===== config.mk =====
export PLATFORM = sky130hd
export DESIGN_NAME = mmst_top
export DESIGN_NICKNAME = d
export VERILOG_FILES = /design/src/pkg/mmst_pkg.sv /design/src/design/mmst_sync.sv /design/src/design/mmst_top.sv
export SDC_FILE = /design/constraint.sdc
export NUM_CORES = 1
export LEC_CHECK = 0
export ABC_AREA = 1
export BUFFER_PORTS_ARGS = -buffer_cell sky130_fd_sc_hd__buf_2
export CELL_PAD_IN_SITES_DETAIL_PLACEMENT = 0
export CELL_PAD_IN_SITES_GLOBAL_PLACEMENT = 1
export CORE_AREA = 2 2 72 142
export CTS_CLUSTER_DIAMETER = 50
export DETAILED_ROUTE_END_ITERATION = 12
export DIE_AREA = 0 0 74 144
export PLACE_DENSITY_LB_ADDON = 0.15
export SLEW_MARGIN = 20
export SYNTH_ARGS = -nofsm -noshare
export SYNTH_HDL_FRONTEND = slang
export SYNTH_SLANG_ARGS = --single-unit

===== constraint.sdc =====
create_clock -name clk -period 7 [get_ports clk]
set_clock_uncertainty 0.2 [all_clocks]
set_input_delay 1.05 -clock clk [delete_from_list [all_inputs] [get_ports clk]]
set_output_delay 1.05 -clock clk [all_outputs]
set_load 0.02 [all_outputs]

===== src/pkg/mmst_pkg.sv =====
// Constants for the module management status and timing block.
// Assumes a single 50 MHz system clock and an outside two-wire bus engine.

package mmst_pkg;

	// ****************************************
	// Clock and timing
	// ****************************************
	localparam int CLK_HZ        = 50_000_000;
	localparam int CLK_PERIOD_NS = 20;
	localparam int RESET_MIN_NS  = 2000;
	localparam int INIT_MS       = 2000;
	localparam int RESET_MIN_CYC = (RESET_MIN_NS + CLK_PERIOD_NS - 1) / CLK_PERIOD_NS;
	localparam int INIT_CYC      = INIT_MS * (CLK_HZ / 1000);

	// ****************************************
	// Pin vector layout after synchronising
	// ****************************************
	localparam int NUM_FLAGS  = 3;
	localparam int FLAG_LOS   = 0;
	localparam int FLAG_TXF   = 1;
	localparam int FLAG_OTHER = 2;
	localparam int PIN_BCLK   = 0;
	localparam int PIN_RSTN   = 1;
	localparam int PIN_LP     = 2;
	localparam int PIN_SELN   = 3;
	localparam int PIN_COND   = 4;

	// ****************************************
	// States
	// ****************************************
	typedef enum logic [0:0] {
		ST_INIT,
		ST_RUN
	} mmst_state_type;

endpackage : mmst_pkg


===== src/design/mmst_sync.sv =====
// Three-stage synchroniser with agreement filter for a vector of pins.
// Assumes inputs are asynchronous to clk.
`timescale 1ns/1ps
`default_nettype none

module mmst_sync #(
	parameter int         W       = 4,
	parameter logic [W-1:0] RST_VAL = '0
) (
	input  wire logic         clk,
	input  wire logic         sys_rst,
	input  wire logic [W-1:0] pinIn,
	output logic      [W-1:0] pinOut
);

	typedef struct packed {
		logic [W-1:0] s1;
		logic [W-1:0] s2;
		logic [W-1:0] s3;
		logic [W-1:0] o;
	} mmst_sync_state_type;

	mmst_sync_state_type q;
	mmst_sync_state_type d;

	// ****************************************
	// Agreement filter per bit
	// ****************************************
	always_comb begin
		d    = q;
		d.s1 = pinIn;
		d.s2 = q.s1;
		d.s3 = q.s2;
		for (int i = 0; i < W; i++) begin
			if (q.s2[i] == q.s3[i]) begin
				d.o[i] = q.s3[i];
			end
		end
	end

	always_ff @(posedge clk or posedge sys_rst) begin
		if (sys_rst) begin
			q <= '{s1: RST_VAL, s2: RST_VAL, s3: RST_VAL, o: RST_VAL};
		end else begin
			q <= d;
		end
	end

	assign pinOut = q.o;

endmodule : mmst_sync

`default_nettype wire


===== src/design/mmst_top.sv =====
// Management status sequencing: init, reset pin, interrupt flags, masks, power.
// Assumes a bus engine on clk that pulses read and write stop events.
`timescale 1ns/1ps
`default_nettype none

module mmst_top #(
	parameter int NF          = mmst_pkg::NUM_FLAGS,
	parameter int INIT_CYCLES = mmst_pkg::INIT_CYC
) (
	input  wire logic          clk,
	input  wire logic          sys_rst,
	input  wire logic          busClk,
	input  wire logic          moduleResetN,
	input  wire logic          lowPowerSelect,
	input  wire logic          moduleSelectN,
	input  wire logic [NF-1:0] flagCond,
	input  wire logic          rdStop,
	input  wire logic [NF:0]   rdClearMask,
	input  wire logic          wrStop,
	input  wire logic [NF-1:0] wrMask,
	input  wire logic          wrPdown,
	output logic               irqOutN,
	output logic               busRespondEn,
	output logic               lowPower,
	output logic               dataNotReady,
	output logic               readyFlag,
	output logic      [NF-1:0] flagsOut,
	output logic      [NF-1:0] maskOut,
	output logic               pdownOut
);

	localparam int PW = NF + mmst_pkg::PIN_COND;
	localparam logic [PW-1:0] PIN_RST = PW'(32'h0000_000B);
	localparam logic [7:0] RST_MIN8 = 8'(mmst_pkg::RESET_MIN_CYC);
	localparam logic [31:0] INIT_LAST = 32'(INIT_CYCLES - 1);

	typedef struct packed {
		mmst_pkg::mmst_state_type state;
		logic [31:0]              initCnt;
		logic [7:0]               rstCnt;
		logic                     busClkPrev;
		logic                     pendRd;
		logic [NF:0]              pendClr;
		logic                     pendWr;
		logic [NF-1:0]            pendMask;
		logic                     pendPd;
		logic [NF-1:0]            flags;
		logic                     readyFlag;
		logic [NF-1:0]            mask;
		logic                     pdown;
		logic                     dnr;
		logic                     irqN;
		logic                     resp;
		logic                     lowPwr;
	} mmst_top_state_type;

	localparam mmst_top_state_type RESET_STATE = '{
		state: mmst_pkg::ST_INIT, busClkPrev: 1'b1, dnr: 1'b1, irqN: 1'b1, default: '0
	};

	mmst_top_state_type q;
	mmst_top_state_type d;
	logic [PW-1:0]      pinS;
	logic               busFall;
	logic               rstReq;
	logic               running;
	logic [NF:0]        clrNow;

	// ****************************************
	// Pin synchronisers
	// ****************************************
	mmst_sync #(
		.W       (PW),
		.RST_VAL (PIN_RST)
	) u_sync (
		.clk     (clk),
		.sys_rst (sys_rst),
		.pinIn   ({flagCond, moduleSelectN, lowPowerSelect, moduleResetN, busClk}),
		.pinOut  (pinS)
	);

	// ****************************************
	// Next state
	// ****************************************
	always_comb begin
		d            = q;
		running      = (q.state == mmst_pkg::ST_RUN);
		busFall      = q.busClkPrev & ~pinS[mmst_pkg::PIN_BCLK];
		d.busClkPrev = pinS[mmst_pkg::PIN_BCLK];
		clrNow       = '0;
		// Low reset pin counted, saturating at the minimum pulse
		if (!pinS[mmst_pkg::PIN_RSTN]) begin
			if (q.rstCnt != RST_MIN8) begin
				d.rstCnt = q.rstCnt + 8'h01;
			end
		end else begin
			d.rstCnt = 8'h00;
		end
		rstReq = (q.rstCnt == RST_MIN8);
		if (rstReq) begin
			d = RESET_STATE;
			d.rstCnt     = d.rstCnt | ((pinS[mmst_pkg::PIN_RSTN]) ? 8'h00 : RST_MIN8);
			d.busClkPrev = pinS[mmst_pkg::PIN_BCLK];
		end else begin
			case (q.state)
				mmst_pkg::ST_INIT: begin
					// Init ends with data ready and the ready event latched
					if (q.initCnt == INIT_LAST) begin
						d.state     = mmst_pkg::ST_RUN;
						d.dnr       = 1'b0;
						d.readyFlag = 1'b1;
					end else begin
						d.initCnt = q.initCnt + 32'h0000_0001;
					end
				end
				mmst_pkg::ST_RUN: begin
					// Pending actions take effect at the first bus clock fall
					if (busFall && q.pendRd) begin
						clrNow   = q.pendClr;
						d.pendRd = 1'b0;
					end
					if (busFall && q.pendWr) begin
						d.mask   = q.pendMask;
						d.pdown  = q.pendPd;
						d.pendWr = 1'b0;
					end
					if (rdStop) begin
						d.pendRd  = 1'b1;
						d.pendClr = rdClearMask;
					end
					if (wrStop) begin
						d.pendWr   = 1'b1;
						d.pendMask = wrMask;
						d.pendPd   = wrPdown;
					end
					// Set wins over clear; flags hold until read
					d.flags = (q.flags & ~clrNow[NF-1:0]) | pinS[PW-1:mmst_pkg::PIN_COND];
					d.readyFlag = q.readyFlag & ~clrNow[NF];
				end
				default: begin
					d.state = mmst_pkg::ST_INIT;
				end
			endcase
		end
		// Registered pin-facing outputs
		d.irqN   = ~(running && ((|(q.flags & ~q.mask)) || q.readyFlag));
		d.resp   = running && !pinS[mmst_pkg::PIN_SELN] && !rstReq;
		d.lowPwr = pinS[mmst_pkg::PIN_LP] | q.pdown;
	end

	always_ff @(posedge clk or posedge sys_rst) begin
		if (sys_rst) begin
			q <= RESET_STATE;
		end else begin
			q <= d;
		end
	end

	// ****************************************
	// Outputs
	// ****************************************
	assign irqOutN      = q.irqN;
	assign busRespondEn = q.resp;
	assign lowPower     = q.lowPwr;
	assign dataNotReady = q.dnr;
	assign readyFlag    = q.readyFlag;
	assign flagsOut     = q.flags;
	assign maskOut      = q.mask;
	assign pdownOut     = q.pdown;

	// ****************************************
	// Checks
	// ****************************************
	chk_init_bound: assert property (@(posedge clk) disable iff (sys_rst)
		(q.state == mmst_pkg::ST_INIT) |-> (q.initCnt <= INIT_LAST))
		else $error("init counter passed its limit");

	chk_reset_pin: assert property (@(posedge clk) disable iff (sys_rst)
		(q.rstCnt == RST_MIN8) |=> (q.state == mmst_pkg::ST_INIT && q.dnr && !q.resp))
		else $error("long reset pulse not taken as reset");

	chk_ready_irq: assert property (@(posedge clk) disable iff (sys_rst)
		$fell(q.dnr) |-> q.readyFlag ##1 !q.irqN)
		else $error("ready event did not assert interrupt");

	chk_lowpower_pin: assert property (@(posedge clk) disable iff (sys_rst)
		pinS[mmst_pkg::PIN_LP] |=> q.lowPwr)
		else $error("low power select not followed");

	chk_flag_latch: assert property (@(posedge clk) disable iff (sys_rst)
		(running && !rstReq && pinS[mmst_pkg::PIN_COND]) |=> q.flags[mmst_pkg::FLAG_LOS] ##1
		(!$past(q.mask[0]) -> !q.irqN))
		else $error("loss flag or interrupt missing");

	chk_irq_release: assert property (@(posedge clk) disable iff (sys_rst)
		(((q.flags & ~q.mask) == '0) && !q.readyFlag) |=> q.irqN)
		else $error("interrupt held with no unmasked flag");

	chk_select_answer: assert property (@(posedge clk) disable iff (sys_rst)
		(running && !rstReq && !pinS[mmst_pkg::PIN_SELN]) |=> q.resp)
		else $error("selected module not answering");

	chk_deselect_quiet: assert property (@(posedge clk) disable iff (sys_rst)
		pinS[mmst_pkg::PIN_SELN] |=> !q.resp)
		else $error("deselected module still answering");

	chk_write_on_fall: assert property (@(posedge clk) disable iff (sys_rst)
		(running && !rstReq && busFall && q.pendWr && !wrStop) |=> (q.mask == $past(q.pendMask) && !q.pendWr))
		else $error("write not applied at bus clock fall");

	chk_write_waits: assert property (@(posedge clk) disable iff (sys_rst)
		(wrStop && !busFall && running && !rstReq) |=> $stable(q.mask))
		else $error("mask changed before bus clock fall");

	chk_pdown_power: assert property (@(posedge clk) disable iff (sys_rst)
		q.pdown |=> q.lowPwr)
		else $error("power-down bit not honoured");

	// ****************************************
	// Checks: init and reset pin
	// ****************************************
	chk_init_count: assert property (@(posedge clk) disable iff (sys_rst)
		(q.state == mmst_pkg::ST_INIT && !rstReq && q.initCnt != INIT_LAST) |=>
		(q.initCnt == $past(q.initCnt) + 32'h0000_0001))
		else $error("init counter did not advance");

	chk_dnr_state: assert property (@(posedge clk) disable iff (sys_rst)
		q.dnr == (q.state == mmst_pkg::ST_INIT))
		else $error("data-not-ready out of step with state");

	chk_init_irq: assert property (@(posedge clk) disable iff (sys_rst)
		(q.state == mmst_pkg::ST_INIT) |=> q.irqN)
		else $error("interrupt asserted during init");

	chk_init_quiet: assert property (@(posedge clk) disable iff (sys_rst)
		!running |=> !q.resp)
		else $error("bus answered before init done");

	chk_reset_hold: assert property (@(posedge clk) disable iff (sys_rst)
		(!pinS[mmst_pkg::PIN_RSTN] && q.rstCnt == RST_MIN8) |=> (q.rstCnt == RST_MIN8))
		else $error("reset not held while pin low");

	chk_short_reset: assert property (@(posedge clk) disable iff (sys_rst)
		(q.rstCnt != RST_MIN8 && q.state == mmst_pkg::ST_RUN) |=> (q.state == mmst_pkg::ST_RUN))
		else $error("short reset pulse restarted init");

	// ****************************************
	// Checks: flags and interrupt
	// ****************************************
	chk_txf_latch: assert property (@(posedge clk) disable iff (sys_rst)
		(running && !rstReq && pinS[mmst_pkg::PIN_COND + mmst_pkg::FLAG_TXF]) |=> q.flags[mmst_pkg::FLAG_TXF])
		else $error("transmit fault flag not latched");

	chk_other_latch: assert property (@(posedge clk) disable iff (sys_rst)
		(running && !rstReq && pinS[mmst_pkg::PIN_COND + mmst_pkg::FLAG_OTHER]) |=> q.flags[mmst_pkg::FLAG_OTHER])
		else $error("other flag not latched");

	chk_irq_assert: assert property (@(posedge clk) disable iff (sys_rst)
		(running && ((q.flags & ~q.mask) != '0)) |=> !q.irqN)
		else $error("unmasked flag without interrupt");

	chk_mask_inhibit: assert property (@(posedge clk) disable iff (sys_rst)
		(q.mask == {NF{1'b1}} && !q.readyFlag) |=> q.irqN)
		else $error("masked flag drove interrupt");

	chk_mask_resume: assert property (@(posedge clk) disable iff (sys_rst)
		(running && !q.mask[mmst_pkg::FLAG_OTHER] && q.flags[mmst_pkg::FLAG_OTHER]) |=> !q.irqN)
		else $error("unmasked flag did not resume interrupt");

	chk_ready_clear: assert property (@(posedge clk) disable iff (sys_rst)
		(running && !rstReq && busFall && q.pendRd && q.pendClr[NF]) |=> !q.readyFlag)
		else $error("ready event not cleared by read");

	chk_los_clear: assert property (@(posedge clk) disable iff (sys_rst)
		(running && !rstReq && busFall && q.pendRd && q.pendClr[mmst_pkg::FLAG_LOS] &&
		!pinS[mmst_pkg::PIN_COND]) |=> !q.flags[mmst_pkg::FLAG_LOS])
		else $error("loss flag not cleared by read");

	chk_clear_waits: assert property (@(posedge clk) disable iff (sys_rst)
		(running && !rstReq && !busFall) |=> ((q.flags & $past(q.flags)) == $past(q.flags)))
		else $error("flag cleared before bus clock fall");

	// ****************************************
	// Checks: bus events and power
	// ****************************************
	chk_pend_read: assert property (@(posedge clk) disable iff (sys_rst)
		(running && !rstReq && rdStop) |=> q.pendRd)
		else $error("read stop not held pending");

	chk_read_on_fall: assert property (@(posedge clk) disable iff (sys_rst)
		(running && !rstReq && busFall && q.pendRd && !rdStop) |=> !q.pendRd)
		else $error("pending read not applied at bus clock fall");

	chk_pend_write: assert property (@(posedge clk) disable iff (sys_rst)
		(running && !rstReq && wrStop) |=> q.pendWr)
		else $error("write stop not held pending");

	chk_write_pdown: assert property (@(posedge clk) disable iff (sys_rst)
		(running && !rstReq && busFall && q.pendWr && !wrStop) |=> (q.pdown == $past(q.pendPd)))
		else $error("power-down bit not applied at bus clock fall");

	chk_lowpower_exit: assert property (@(posedge clk) disable iff (sys_rst)
		(!pinS[mmst_pkg::PIN_LP] && !q.pdown) |=> !q.lowPwr)
		else $error("lower power held with no request");

endmodule : mmst_top

`default_nettype wire


* Word-level counts from Yosys, hierarchy flattened
Cells that the tools add are included.
Word-level totals: flip-flop bits (word level) 92, bits of input ports 19, output and inout port bits 12, logic and storage cells 101
Cells by class: add/sub/neg operators 2, eq/ne operators 13, muxes and demuxes 23, bitwise logic cells 12, reductions and logical operators 24
Operator list (count):
- 2-to-1 mux 33 bit | 2
- adder 32 x 1 -> 32 bit (second input constant) | 1
- equality test 32 x 27 -> 1 bit (second input constant) | 1
- 2-to-1 mux 32 bit | 1
- 2-to-1 mux 4 bit | 5
- 2-to-1 mux 19 bit | 1
- 2-to-1 mux 8 bit | 2
- AND reduction 2 bit | 7
- 2-to-1 mux 13 bit | 1
- 2-to-1 mux 5 bit | 2
- nonzero test 2 bit | 5
- 2-to-1 mux 9 bit | 1
- nonzero test 3 bit | 3
- adder 8 x 1 -> 8 bit (second input constant) | 1
- equality test 8 x 7 -> 1 bit (second input constant) | 1
- != test 8 x 7 -> 1 bit (second input constant) | 1
- equality test 1 bit | 7
- 2-to-1 mux 7 bit | 1
- AND 3 bit | 2
- 2-to-1 mux 1 bit | 6
- NOT 3 bit | 2
- logical AND 1 bit | 5
- NOT 1 bit | 4
- != test 3 bit (second input constant) | 1
- other kinds (9) | 11

* Logic depth before layout (Yosys ltp)
Gate-level depths: netlist (run 1).
depth in word-level cells 11, mapped depth 12, gate-level depth less buffers 11

* Hierarchy
Synthesis (run 1) repeated with hierarchy kept, for this count alone.
Second synthesis, totals: cells, all modules 600, area total of the unflattened synthesis 4685.7 um2
By module, submodules not included:
- mmst_top | instances 1, cells each 536, area each 3799.9 um2, seq. area each 1605.3 um2
- mmst_sync | instances 1, cells each 64, area each 885.8 um2, seq. area each 715.7 um2

* Least setup slack after synthesis (run 1)
Ideal clock, no wire load.
kind register to output, from reg q, in the netlist dataNotReady, to out dataNotReady, arrival time 0.561 ns, data required time 5.750 ns, setup slack 5.189 ns, stages on the path, launching flop included 1, path buffers 0, path through dfstp_2
RTL lines:
- from (decl) | line mmst_top.sv:61 | mmst_top_state_type q;
- from (signal assigned) | line mmst_top.sv:153 | q <= RESET_STATE;
- from (signal assigned) | line mmst_top.sv:155 | q <= d;
- to (decl) | line mmst_top.sv:25 | output logic dataNotReady,
No word-level cell between the ends.

* Final worst setup path (run 1)
from reg q[23] in the netlist's numbering, to reg q[33] in the netlist's numbering
On the way: longest elaborated chain between the ends 3, elaborated cells on any way between the ends 5, classes of those cells 3 x eq/ne; 1 x mux; 1 x reduce/logical
RTL lines:
- equality test 8 x 7 -> 1 bit (*) | line mmst_top.sv:99 | rstReq = (q.rstCnt == RST_MIN8);
- != test 2 bit (no line) / != test 2 x 1 -> 1 bit (equally long branches)
- AND reduction 2 bit (no line)
Every way passes the cells marked *; elsewhere a longest branch is shown, timed or not. A chain may end at the register's enable or synchronous reset.

==> metrics.log, run 1 <==
[metrics] Area Growth Syn to Fin: 11.6%
[metrics] Die Area: 0.0107 mm^2
[metrics] run status: finished clean
[metrics] portion of total power attributed to sequential cells: between 50% and 60%
[metrics] main combinational cell family by area after synthesis: simple AND/OR/NAND/NOR gates
[metrics] postcts setup bufs: 0
[metrics] leading register cell type out of synthesis: dfrtp_1
[metrics] pin slew with the least headroom to its limit: approximately 0.82 ns
[metrics] Max rail drop VDD: approximately 0.00011 V
[metrics] number of clock buffers inserted by TritonCTS: 9
[metrics] die outline height: approximately 140 um
[metrics] total track usage: between 20% and 30%
[metrics] area of the multi-input gates: ~0.0019 mm^2
[metrics] largest net degree at the start of global routing: between 60 and 70
[metrics] post-synthesis share of cell area spent on and, or, nand and nor gates: a little over a third
[metrics] # setup viols final: 0
[metrics] share of post-route cells with drive strength above 1: a little under a fifth
[metrics] share of synthesized area spent on multiplexers: 0%
[metrics] Max Fanout on Critical Path: 33
[metrics] count of flip-flops with a built-in enable after synthesis: 0
[metrics] mean routed wirelength per cell: between 10 and 15 um
[metrics] WHS Path Cells: 0
[metrics] power density normalized to cell area: approximately 220 mW/mm^2
[metrics] Internal Power: 0.849 mW
[metrics] number of slew-limit violations in the final report: 0
[metrics] aggregate negative setup slack: 0 ns
[metrics] data arrival time of the worst path: 2.67 ns
[metrics] worst slack on hold paths: ~0.15 ns
[metrics] number of I/O port buffers: 30
[metrics] die width: about 74 um
[metrics] maximum buffer depth of the clock tree: 2
[metrics] Syn Nets: 579
[metrics] arithmetic-cell share of the synthesized area counting full adders, half adders and majority gates: about 2.4%
[metrics] overall overflow remaining after global route: 0
[metrics] required arrival time at the worst endpoint: around 7.1 ns
[metrics] complex-gate fraction of the synthesized area: around 4%
[metrics] CTS Root Buffer Type: clkbuf_16
[metrics] total power: between 1 and 1.5 mW
[metrics] cell area after synthesis: around 0.0046 mm^2
[metrics] post-route minimum period: 2.60 ns
[metrics] fraction of synthesized cell area in xor and xnor cells: less than 1%
[metrics] gate count after technology mapping: approximately 560
[metrics] capturing element type of the critical path: flip-flop
[metrics] count of nets left with antenna violations after detail routing: 0
[metrics] switching power summed over all nets: between 0.2 and 0.3 mW
[metrics] clock slew at the register clock pins of the worst setup and hold paths: ~0.070 ns
[metrics] Cell Count, Final, Fillers Out: 723
[metrics] fill cell count: approximately 900
[metrics] number of global-route vias before repair: 3749
[metrics] proportion of synthesized chip area in sequential cells: 50.7%
[metrics] element type at the critical path start: flip-flop
[metrics] IO Pins: 31
[metrics] Clock Power Share: between 40% and 50%
[metrics] number of vias in the routed layout: 3715
[metrics] number of max-capacitance violations reported: 0
[metrics] synthesis-stage register bit count: 92
[metrics] type of the worst min-delay path: flip-flop to flip-flop
[metrics] CTS tree: yes
[metrics] most common library cell in the layout ignoring fill and taps: nand2_1
[metrics] combinational group share of total power: roughly 3.4%
[metrics] quantity of gates resized following cts: 0
[metrics] global-route wire length before repair: around 18000 um
[metrics] peak clock frequency supported by timing: between 0.3 and 0.4 GHz
[metrics] average via count per standard cell: 5.14
[metrics] syn_area_per_cell: ~8 um^2
[metrics] sw frac: around 23%
[metrics] share of synthesized flip-flops with an asynchronous set or reset: 100%
[metrics] number of library cell types mapped by synthesis: 36
[metrics] number of design rule violations left after detail routing: 0
[metrics] Final Routed Wirelength: roughly 11000 um
[metrics] relative slew slack: between 40% and 50%
[metrics] Crit Path Category: flip-flop to flip-flop
[metrics] Final nets: slightly above 600
[metrics] clock latency of the later-clocked register in the worst-skew pair: between 0.3 and 0.4 ns
[metrics] number of cells after detailed placement: 707
[metrics] gp weighted congestion: approximately 0.89
[metrics] initial core utilization: about 48%
[metrics] final clock period utilization by the worst path: 37.2%
[metrics] Core Region: between 0.009 and 0.01 mm^2
[metrics] number of hold violations in the final report: 0
[metrics] top library cells by usage in the layout, fill and taps aside: nand2_1 (177), dfrtp_1 (77), nor2_1 (68)
[metrics] number of iterations in the first detailed-routing pass: 4
[metrics] clock sink total: 92
[metrics] Worst R2R Path Depth: 9
[metrics] number of antenna violations at the first check in global routing: 0
[metrics] hold-fix buffers at CTS: 0
[metrics] CTS H-tree lvls: 3
[metrics] initial DRC count: between 150 and 200
[metrics] cell leakage power: between 2 and 2.5 nW
[metrics] Antenna Cells: 0
[metrics] synth warn: 0
[metrics] sequential standard cell area: around 0.0023 mm^2
[metrics] number of cell rows: between 50 and 60
[metrics] post-detailed-placement half-perimeter wirelength: 7880 um
[metrics] RSZ-0062 raised after global routing: false
## flip-flops by register name, indices dropped and copies added (netlist names), 3 cells and up
signal / count
u_sync.q: 7
flagsOut: 3
q: 51
u_sync.pinOut: 7
u_sync.d: 14
maskOut: 3
## stage by stage
| stage | worst slack [ns] | instance area, um^2 | util (%) |
|---|---|---|---|
| finish | 4.40 | 5110 | 53.0 |
| CTS | 4.41 | 5110 | 53.0 |
| global placement | 4.49 | 4790 | 49.7 |
| detailed placement | 4.43 | 4790 | 49.7 |
| global route | 4.25 | 5110 | 53.0 |
| floorplan | 3.38 | 4580 | - |
## layer usage
layer	vias to the layer above	global-route usage (%)	routed length (um)
met1	1782	23.1	3980
met3	28	3.28	292
li1	1820	-	-
met2	85	40.2	5900
met5	-	0	0
met4	0	12.2	471
## power groups by stage
stage / sequential (mW) / combinational [mW] / clock (mW)
final: 0.560 / 0.0373 / 0.507
after detailed placement: 0.570 / 0.0380 / 0
after CTS: 0.560 / 0.0384 / 0.518
after global placement: 0.569 / 0.0367 / 0
after global routing: 0.561 / 0.0434 / 0.541
after floorplan: 0.567 / 0.0239 / 0
## synth_stat cells, types with 2 or more instances
cell / number / share of area (%)
nand2_2: 4 / 0.55
maj3_1: 7 / 1.5
clkbuf_1: 2 / 0.16
nand2_4: 3 / 0.74
inv_2: 3 / 0.25
nand3_2: 10 / 2.2
xor2_1: 2 / 0.38
inv_1: 48 / 3.9
or2_2: 13 / 1.8
nor2_1: 68 / 5.6
nor2_2: 4 / 0.55
buf_4: 6 / 0.98
nand3b_1: 2 / 0.33
dfrtp_1: 77 / 42
nand4_1: 7 / 0.96
nand3_1: 62 / 6.8
dfstp_2: 15 / 8.6
o22ai_1: 4 / 0.55
xnor2_1: 2 / 0.38
o21bai_1: 6 / 0.98
o21ai_0: 12 / 1.3
ha_1: 3 / 0.82
nand2_1: 177 / 15
buf_6: 4 / 0.98
a21oi_1: 5 / 0.55
## cells by family after synthesis
logic type	Yosys count
adders and majority gates	10
AOI/OAI and AO/OA	30
xor gates and xnor gates	4
buffers and inverters	66
and+or+nand+nor	355
DFF	92
## worst paths after layout
kind                                 to  slack, ns    startpoint
hold / removal             u_sync.d[13]       0.15  u_sync.d[20]
setup / recovery                  q[33]       4.40         q[23]
min in group asynchronous         q[34]       0.51       sys_rst
hold reg to reg            u_sync.d[13]       0.15  u_sync.d[20]
setup reg to reg                  q[33]       4.40         q[23]
max in group asynchronous         q[33]       4.91       sys_rst
## cell type report
class                      count  area share [%]
clock buffer                   9            4.41
clock inverter                 7            1.81
inverter                      52            3.87
multi-input combinational    399            38.0
sequential                    92            45.4
tap                          132            3.23
timing repair buffer          32            3.23
## critical path, cell delays in order, from the launching register on
cell and delay (ns):
dfrtp_1 0.42, inv_1 0.07, ha_1 0.24, nand3_1 0.12, nor3_2 0.08, nor2_1 0.62, inv_2 0.20, nand2_4 0.38
nand2_1 0.11, nand2_1 0.08
Power figures use the tool's default switching activity.
==> inputs of run 2 (changes only) <==
--- a/config.mk
+++ b/config.mk
@@ -5,14 +5,14 @@
 export SDC_FILE = /design/constraint.sdc
 export NUM_CORES = 1
 export LEC_CHECK = 0
-export ABC_AREA = 1
+export ABC_AREA = 0
 export BUFFER_PORTS_ARGS = -buffer_cell sky130_fd_sc_hd__buf_2
 export CELL_PAD_IN_SITES_DETAIL_PLACEMENT = 0
 export CELL_PAD_IN_SITES_GLOBAL_PLACEMENT = 1
-export CORE_AREA = 2 2 72 142
+export CORE_AREA = 2 2 68 135
 export CTS_CLUSTER_DIAMETER = 50
 export DETAILED_ROUTE_END_ITERATION = 12
-export DIE_AREA = 0 0 74 144
+export DIE_AREA = 0 0 70 137
 export PLACE_DENSITY_LB_ADDON = 0.15
 export SLEW_MARGIN = 20
 export SYNTH_ARGS = -nofsm -noshare
==> constraint.sdc (replaced) <==
create_clock -name clk -period 2.57 [get_ports clk]
set_clock_uncertainty 0.2 [all_clocks]
set_input_delay 0.3855 -clock clk [delete_from_list [all_inputs] [get_ports clk]]
set_output_delay 0.3855 -clock clk [all_outputs]
set_load 0.02 [all_outputs]
==> run 2 against run 1 <==
Synthesized cell count decreased by 36%. Cell count decreased by 31%. Sequential share of layout area increased by 4.7 points. Register-to-register slack got worse by 4.0 ns. Fmax increased by 21%. Die area decreased by 10%. Sequential cell count unchanged.
==> metrics.log, run 2 <==
[metrics] total track usage: ~18%
[metrics] cell area after synthesis: 0.00396 mm^2
[metrics] average via count per standard cell: approximately 5.5
[metrics] synth warn: 0
[metrics] number of antenna violations at the first check in global routing: 0
[metrics] relative slew slack: 53.4%
[metrics] worst setup slack after placement: ~0.41 ns
[metrics] clock sink total: approximately 90
[metrics] post-route minimum period: 2.15 ns
[metrics] sw frac: between 20% and 30%
[metrics] Crit Path Category: flip-flop to flip-flop
[metrics] clock slew at the register clock pins of the worst setup and hold paths: 0.07 ns
[metrics] top cells by area in the synthesized netlist: dfrtp_1 (49%), dfstp_2 (10%), xor2_1 (5.1%)
[metrics] top library cells by usage in the layout, fill and taps aside: dfrtp_1 (77), nor2_1 (32), nand2_1 (30), buf_2 (30), nand3_1 (24)
[metrics] number of cell rows: 48
[metrics] pin slew with the least headroom to its limit: 0.698 ns
[metrics] portion of total power attributed to sequential cells: ~50%
[metrics] number of iterations in the first detailed-routing pass: 4
[metrics] type of the worst min-delay path: input pin to flip-flop
[metrics] gp weighted congestion: around 0.75
[metrics] most common library cell in the layout ignoring fill and taps: dfrtp_1
[metrics] Final nets: 419
[metrics] proportion of synthesized chip area in sequential cells: between 50% and 60%
[metrics] capturing element type of the critical path: flip-flop
[metrics] number of hold violations in the final report: 0
[metrics] required arrival time at the worst endpoint: 2.60 ns
[metrics] die outline height: 137 um
[metrics] postcts setup bufs: 0
[metrics] slack of the critical path: between 0.4 and 0.5 ns
[metrics] global-route wire length before repair: roughly 14000 um
[metrics] number of cells after detailed placement: roughly 480
[metrics] quantity of gates resized following cts: 0
[metrics] Antenna Cells: 0
[metrics] CTS tree: yes
[metrics] number of I/O port buffers: 30
[metrics] largest reg by FF count: q
[metrics] initial core utilization: between 40 and 50%
[metrics] final clock period utilization by the worst path: between 80% and 90%
[metrics] aggregate negative setup slack: 0 ns
[metrics] # setup viols final: 0
[metrics] share of the synthesized area in the top cell type: between 40% and 50%
[metrics] synthesis-stage register bit count: 92
[metrics] number of clock buffers inserted by TritonCTS: 9
[metrics] Core Region: 0.00853 mm^2
[metrics] leading register cell type out of synthesis: dfrtp_1
[metrics] overall overflow remaining after global route: 0
[metrics] RSZ-0062 raised after global routing: false
[metrics] largest area contributor in the netlist: dfrtp_1
[metrics] flip-flop count of the largest register, all copies and words added: 51
[metrics] gate count after technology mapping: 357
[metrics] clock latency of the later-clocked register in the worst-skew pair: between 0.3 and 0.4 ns
[metrics] Die Area: ~0.0096 mm^2
[metrics] combinational group share of total power: between 3 and 4%
[metrics] fill cell count: just under 800
[metrics] maximum buffer depth of the clock tree: 2
[metrics] Final Routed Wirelength: ~7900 um
[metrics] Internal Power: ~2.3 mW
[metrics] data arrival time of the worst path: between 2 and 2.5 ns
[metrics] cell leakage power: about 2.1 nW
[metrics] hold-fix buffers at CTS: 8
[metrics] Cell Count, Final, Fillers Out: approximately 500
[metrics] share of synthesized flip-flops with an asynchronous set or reset: 100%
[metrics] largest net degree at the start of global routing: 35
[metrics] mean routed wirelength per cell: 15.8 um
[metrics] number of slew-limit violations in the final report: 0
[metrics] Max rail drop VDD: 0.000356 V
[metrics] switching power summed over all nets: 0.684 mW
[metrics] share of post-route cells with drive strength above 1: approximately 22%
[metrics] Max Fanout on Critical Path: 26
[metrics] CTS H-tree lvls: 3
[metrics] number of library cell types mapped by synthesis: between 40 and 50
[metrics] run status: finished clean
[metrics] IO Pins: 31
[metrics] number of design rule violations left after detail routing: 0
[metrics] syn_area_per_cell: roughly 11 um^2
[metrics] die width: roughly 70 um
[metrics] Syn Nets: 379
[metrics] number of max-capacitance violations reported: 0
[metrics] most numerous cell in the Yosys netlist: dfrtp_1
[metrics] number of vias in the routed layout: between 2000 and 3000
[metrics] peak clock frequency supported by timing: approximately 0.46 GHz
[metrics] post-detailed-placement half-perimeter wirelength: 5500 um
[metrics] top cells by instance count after synthesis: dfrtp_1 (77), nor2_1 (32), nand2_1 (30), nand3_1 (24), xor2_1 (23)
[metrics] element type at the critical path start: flip-flop
[metrics] CTS Root Buffer Type: clkbuf_16
[metrics] Clock Power Share: ~46%
[metrics] initial DRC count: about 110
[metrics] number of global-route vias before repair: ~2900
[metrics] count of flip-flops with a built-in enable after synthesis: 0
[metrics] Area Growth Syn to Fin: 16.9%
[metrics] power density normalized to cell area: about 650 mW/mm^2
[metrics] count of nets left with antenna violations after detail routing: 0
[run 2: cell count changes after synthesis, sizes merged, moves of 9 or more]
cell | before | now
nand4 | 8 | 18
a21oi | 5 | 21
nand2 | 184 | 30
nor2 | 74 | 36
nor3 | 2 | 11
nand3 | 72 | 25
or2 | 13 | 2
inv | 51 | 9
xor2 | 2 | 23
[run 2: layout make-up]
type / count / area [um^2] / area share (%)
timing repair buffer: 48 / 330 / 7.14
multi-input combinational: 237 / 1500 / 32.3
tap: 100 / 125 / 2.70
sequential: 92 / 2320 / 50.1
clock inverter: 7 / 92.6 / 2.00
inverter: 9 / 37.5 / 0.811
clock buffer: 9 / 225 / 4.87
[run 2: metrics by stage]
step	hold WS, ns	instance area (um^2)	util [%]	power [mW]
2_1_floorplan	0.131	3960	-	1.60
3_3_place_gp	0.132	4230	49.6	1.64
3_5_place_dp	0.137	4230	49.6	1.64
4_1_cts	0.0996	4630	54.3	3.04
5_1_grt	0.116	4630	54.3	3.12
6_report	0.101	4630	54.3	3.01
[run 2: path summary, 6_finish.rpt]
kind | start | end | slack (ns) | depth (start not counted)
setup reg to reg | q[26] | readyFlag | 0.42 | 5
max in group asynchronous | sys_rst | u_sync.q[8] | 0.98 | 4
hold reg to reg | u_sync.d[20] | u_sync.d[13] | 0.15 | 0
setup / recovery | q[26] | readyFlag | 0.42 | 5
hold / removal | rdClearMask[0] | q[17] | 0.10 | 3
min in group asynchronous | sys_rst | q[19] | 0.50 | 3
[run 2: per-layer routing]
metal	vias up	track usage, %	share of wire, %
met5	-	0	0
met4	0	7.05	1.5
met3	7	3.46	2.3
met2	31	31.9	54
met1	1391	21.6	42
li1	1330	-	-
[run 2: logic make-up (layout without fill, tap and decap cells)]
logic type      count (synthesis)  after routing  synth area share [%]
compound gates                 42             42                  6.29
xor+xnor                       25             25                  5.53
fa+ha+maj                      10             10                  2.72
buf+inv                        28             73                  3.60
flops                          92             92                  58.6
mux                             5              5                  1.26
simple gates                  155            155                  22.0
[run 2: worst max-delay path: stages, from the launching register on]
cell and delay, ns:
dfrtp_1 0.41, nor4b_1 0.37, and3_2 0.66, buf_12 0.23
a21oi_1 0.06, o21a_1 0.11
[run 2: power groups by stage]
stage / combinational [mW] / clock [mW] / sequential (mW)
2_1_floorplan: 0.0547 / 0 / 1.54
3_5_place_dp: 0.0918 / 0 / 1.55
6_report: 0.0965 / 1.39 / 1.53
3_3_place_gp: 0.0887 / 0 / 1.55
5_1_grt: 0.114 / 1.47 / 1.53
4_1_cts: 0.101 / 1.41 / 1.53
==> inputs of run 3 (changes only) <==
==> constraint.sdc (replaced) <==
create_clock -name clk -period 2.1 [get_ports clk]
set_clock_uncertainty 0.2 [all_clocks]
set_input_delay 0.315 -clock clk [delete_from_list [all_inputs] [get_ports clk]]
set_output_delay 0.315 -clock clk [all_outputs]
set_load 0.02 [all_outputs]
==> run 3 against run 2 <==
Cell count grew 2.6%. Register-to-register slack got worse by 0.30 ns. Sequential cell count unchanged. Via count increased by 2.6%. Clock-buffer cell count unchanged. Sequential share of layout area is 1.3 points lower. Sequential power increased by 22%.
==> metrics.log, run 3 (synthesis gave the netlist of run 2 again) <==
[metrics] average via count per standard cell: between 5 and 6
[metrics] number of vias in the routed layout: around 2800
[metrics] maximum buffer depth of the clock tree: 2
[metrics] largest net degree at the start of global routing: 41
[metrics] R2R Path End: readyFlag
[metrics] critical-path cell with the highest stage delay: or4_4
[metrics] slack of the critical path: about 0.12 ns
[metrics] element type at the critical path start: flip-flop
[metrics] Area Growth Syn to Fin: 20.1%
[metrics] CTS H-tree lvls: 3
[metrics] cells traversed along the worst timing path: nor4b_1 > nand4b_1 > or4_4 > nor2_1 > o21a_1
[metrics] R2R Setup Slk: between 0.1 and 0.15 ns
[metrics] post-detailed-placement half-perimeter wirelength: 5750 um
[metrics] IO Pins: 31
[metrics] hold path startpoint: rdClearMask[1]
[metrics] clock latency of the later-clocked register in the worst-skew pair: about 0.34 ns
[metrics] CTS Root Buffer Type: clkbuf_16
[metrics] mean routed wirelength per cell: 16.1 um
[metrics] most common library cell in the layout ignoring fill and taps: dfrtp_1
[metrics] capturing element type of the critical path: flip-flop
[metrics] die outline height: 137 um
[metrics] postcts setup bufs: 0
[metrics] type of the worst min-delay path: input pin to flip-flop
[metrics] RSZ-0062 raised after global routing: false
[metrics] number of antenna violations at the first check in global routing: 0
[metrics] cell leakage power: approximately 2.2 nW
[metrics] CTS tree: yes
[metrics] reg-to-reg critical path startpoint: q[56]
[metrics] overall overflow remaining after global route: 0
[metrics] number of global-route vias before repair: roughly 3000
[metrics] share of post-route cells with drive strength above 1: 25.5%
[metrics] initial DRC count: between 100 and 150
[metrics] relative slew slack: approximately 62%
[metrics] Core Region: ~0.0085 mm^2
[metrics] number of design rule violations left after detail routing: 0
[metrics] endpoint with the worst hold slack: q[18]
[metrics] Antenna Cells: 0
[metrics] count of nets left with antenna violations after detail routing: 0
[metrics] post-route minimum period: just under 2 ns
[metrics] initial core utilization: ~46%
[metrics] number of hold violations in the final report: 0
[metrics] Crit Path Category: flip-flop to flip-flop
[metrics] pin slew with the least headroom to its limit: approximately 0.56 ns
[metrics] total track usage: approximately a fifth
[metrics] Max Fanout on Critical Path: 5
[metrics] number of max-capacitance violations reported: 0
[metrics] Final nets: ~430
[metrics] die width: roughly 70 um
[metrics] Final Routed Wirelength: slightly above 8000 um
[metrics] clock sink total: between 90 and 100
[metrics] Max rail drop VDD: 0.000534 V
[metrics] gp weighted congestion: slightly above 0.8
[metrics] number of I/O port buffers: 30
[metrics] Worst R2R Path Depth: 5
[metrics] Die Area: about 0.0096 mm^2
[metrics] number of slew-limit violations in the final report: 0
[metrics] fill cell count: around 800
[metrics] power density normalized to cell area: around 740 mW/mm^2
[metrics] top library cells by usage in the layout, fill and taps aside: dfrtp_1 (75), nor2_1 (32), nand2_1 (30), buf_2 (30)
[metrics] aggregate negative setup slack: 0 ns
[metrics] peak clock frequency supported by timing: around 0.50 GHz
[metrics] Slowest Stage Delay on Critical Path: ~0.52 ns
[metrics] number of clock buffers inserted by TritonCTS: 9
[metrics] clock slew at the register clock pins of the worst setup and hold paths: 0.07 ns
[metrics] flip-flop count of the largest register, all copies and words added: between 50 and 60
[metrics] largest reg by FF count: q
[metrics] worst setup slack after placement: ~0.11 ns
[metrics] run status: finished clean
[metrics] WHS Path Cells: 3
[metrics] global-route wire length before repair: approximately 14000 um
[metrics] required arrival time at the worst endpoint: around 2.2 ns
[metrics] number of iterations in the first detailed-routing pass: 4
[metrics] final clock period utilization by the worst path: roughly 94%
[metrics] # setup viols final: 0
[metrics] data arrival time of the worst path: a little over 2 ns
[metrics] Final Util: 55.7%
[metrics] number of cell rows: 48
==> run 3: cell type report <==
type / instances / area (um^2) / area share (%)
inverters: 9 / 37.5 / 0.790
repair buffers: 61 / 465 / 9.79
clock inverters: 7 / 58.8 / 1.24
multi-input cells: 237 / 1520 / 31.9
well taps: 100 / 125 / 2.63
flip-flops and latches: 92 / 2320 / 48.9
clock buffers: 9 / 225 / 4.74
==> run 3: metrics by stage <==
| stage | instances | power (mW) | cell area (um^2) | hold slack, ns |
|---|---|---|---|---|
| detailed placement | 491 | 2.01 | 4370 | 0.138 |
| floorplan | 357 | 1.96 | 3960 | 0.119 |
| global route | 515 | 3.65 | 4750 | 0.0411 |
| finish | 515 | 3.52 | 4750 | 0.0280 |
| global placement | 491 | 2.01 | 4370 | 0.133 |
| CTS | 515 | 3.56 | 4730 | 0.0201 |
==> run 3: layer usage <==
metal / GRT usage (%) / wire [um]
met1: 22.1 / 3410
met2: 33.0 / 4540
met3: 3.76 / 190
met4: 8.65 / 157
met5: 0 / 0
==> run 3: critical path: cells and delay by family, from the launching register on <==
kind | cells | cell delay, ns
compound gates | 1 | 0.12
flops | 1 | 0.38
simple gates | 4 | 1.23
==> run 3: power by group <==
| part | switching (mW) | internal, mW | leakage [nW] |
|---|---|---|---|
| clock | 0.711 | 0.821 | 0.138 |
| combinational | 0.0625 | 0.0567 | 0.891 |
| sequential | 0.0357 | 1.83 | 1.16 |
==> run 3: repair_timing <==
| action | 4_1_cts | 5_1_grt |
|---|---|---|
| resized for setup | 0 | 7 |
| hold buffers | 8 | 0 |
| hold endpoints to repair | 26 | 0 |
| setup endpoints to repair | 0 | 5 |
==> run 3: worst max-delay path by stage <==
| stage | to | slack, ns | from |
|---|---|---|---|
| 6_report | readyFlag | 0.12 | q[56] |
| 3_5_place_dp | dataNotReady | 0.11 | q[56] |
| 5_1_grt | dataNotReady | 0.003 | q[61] |
| 4_1_cts | dataNotReady | 0.04 | q[56] |
| 3_3_place_gp | dataNotReady | 0.08 | q[56] |
| 2_1_floorplan | dataNotReady | 0.26 | q[48] |
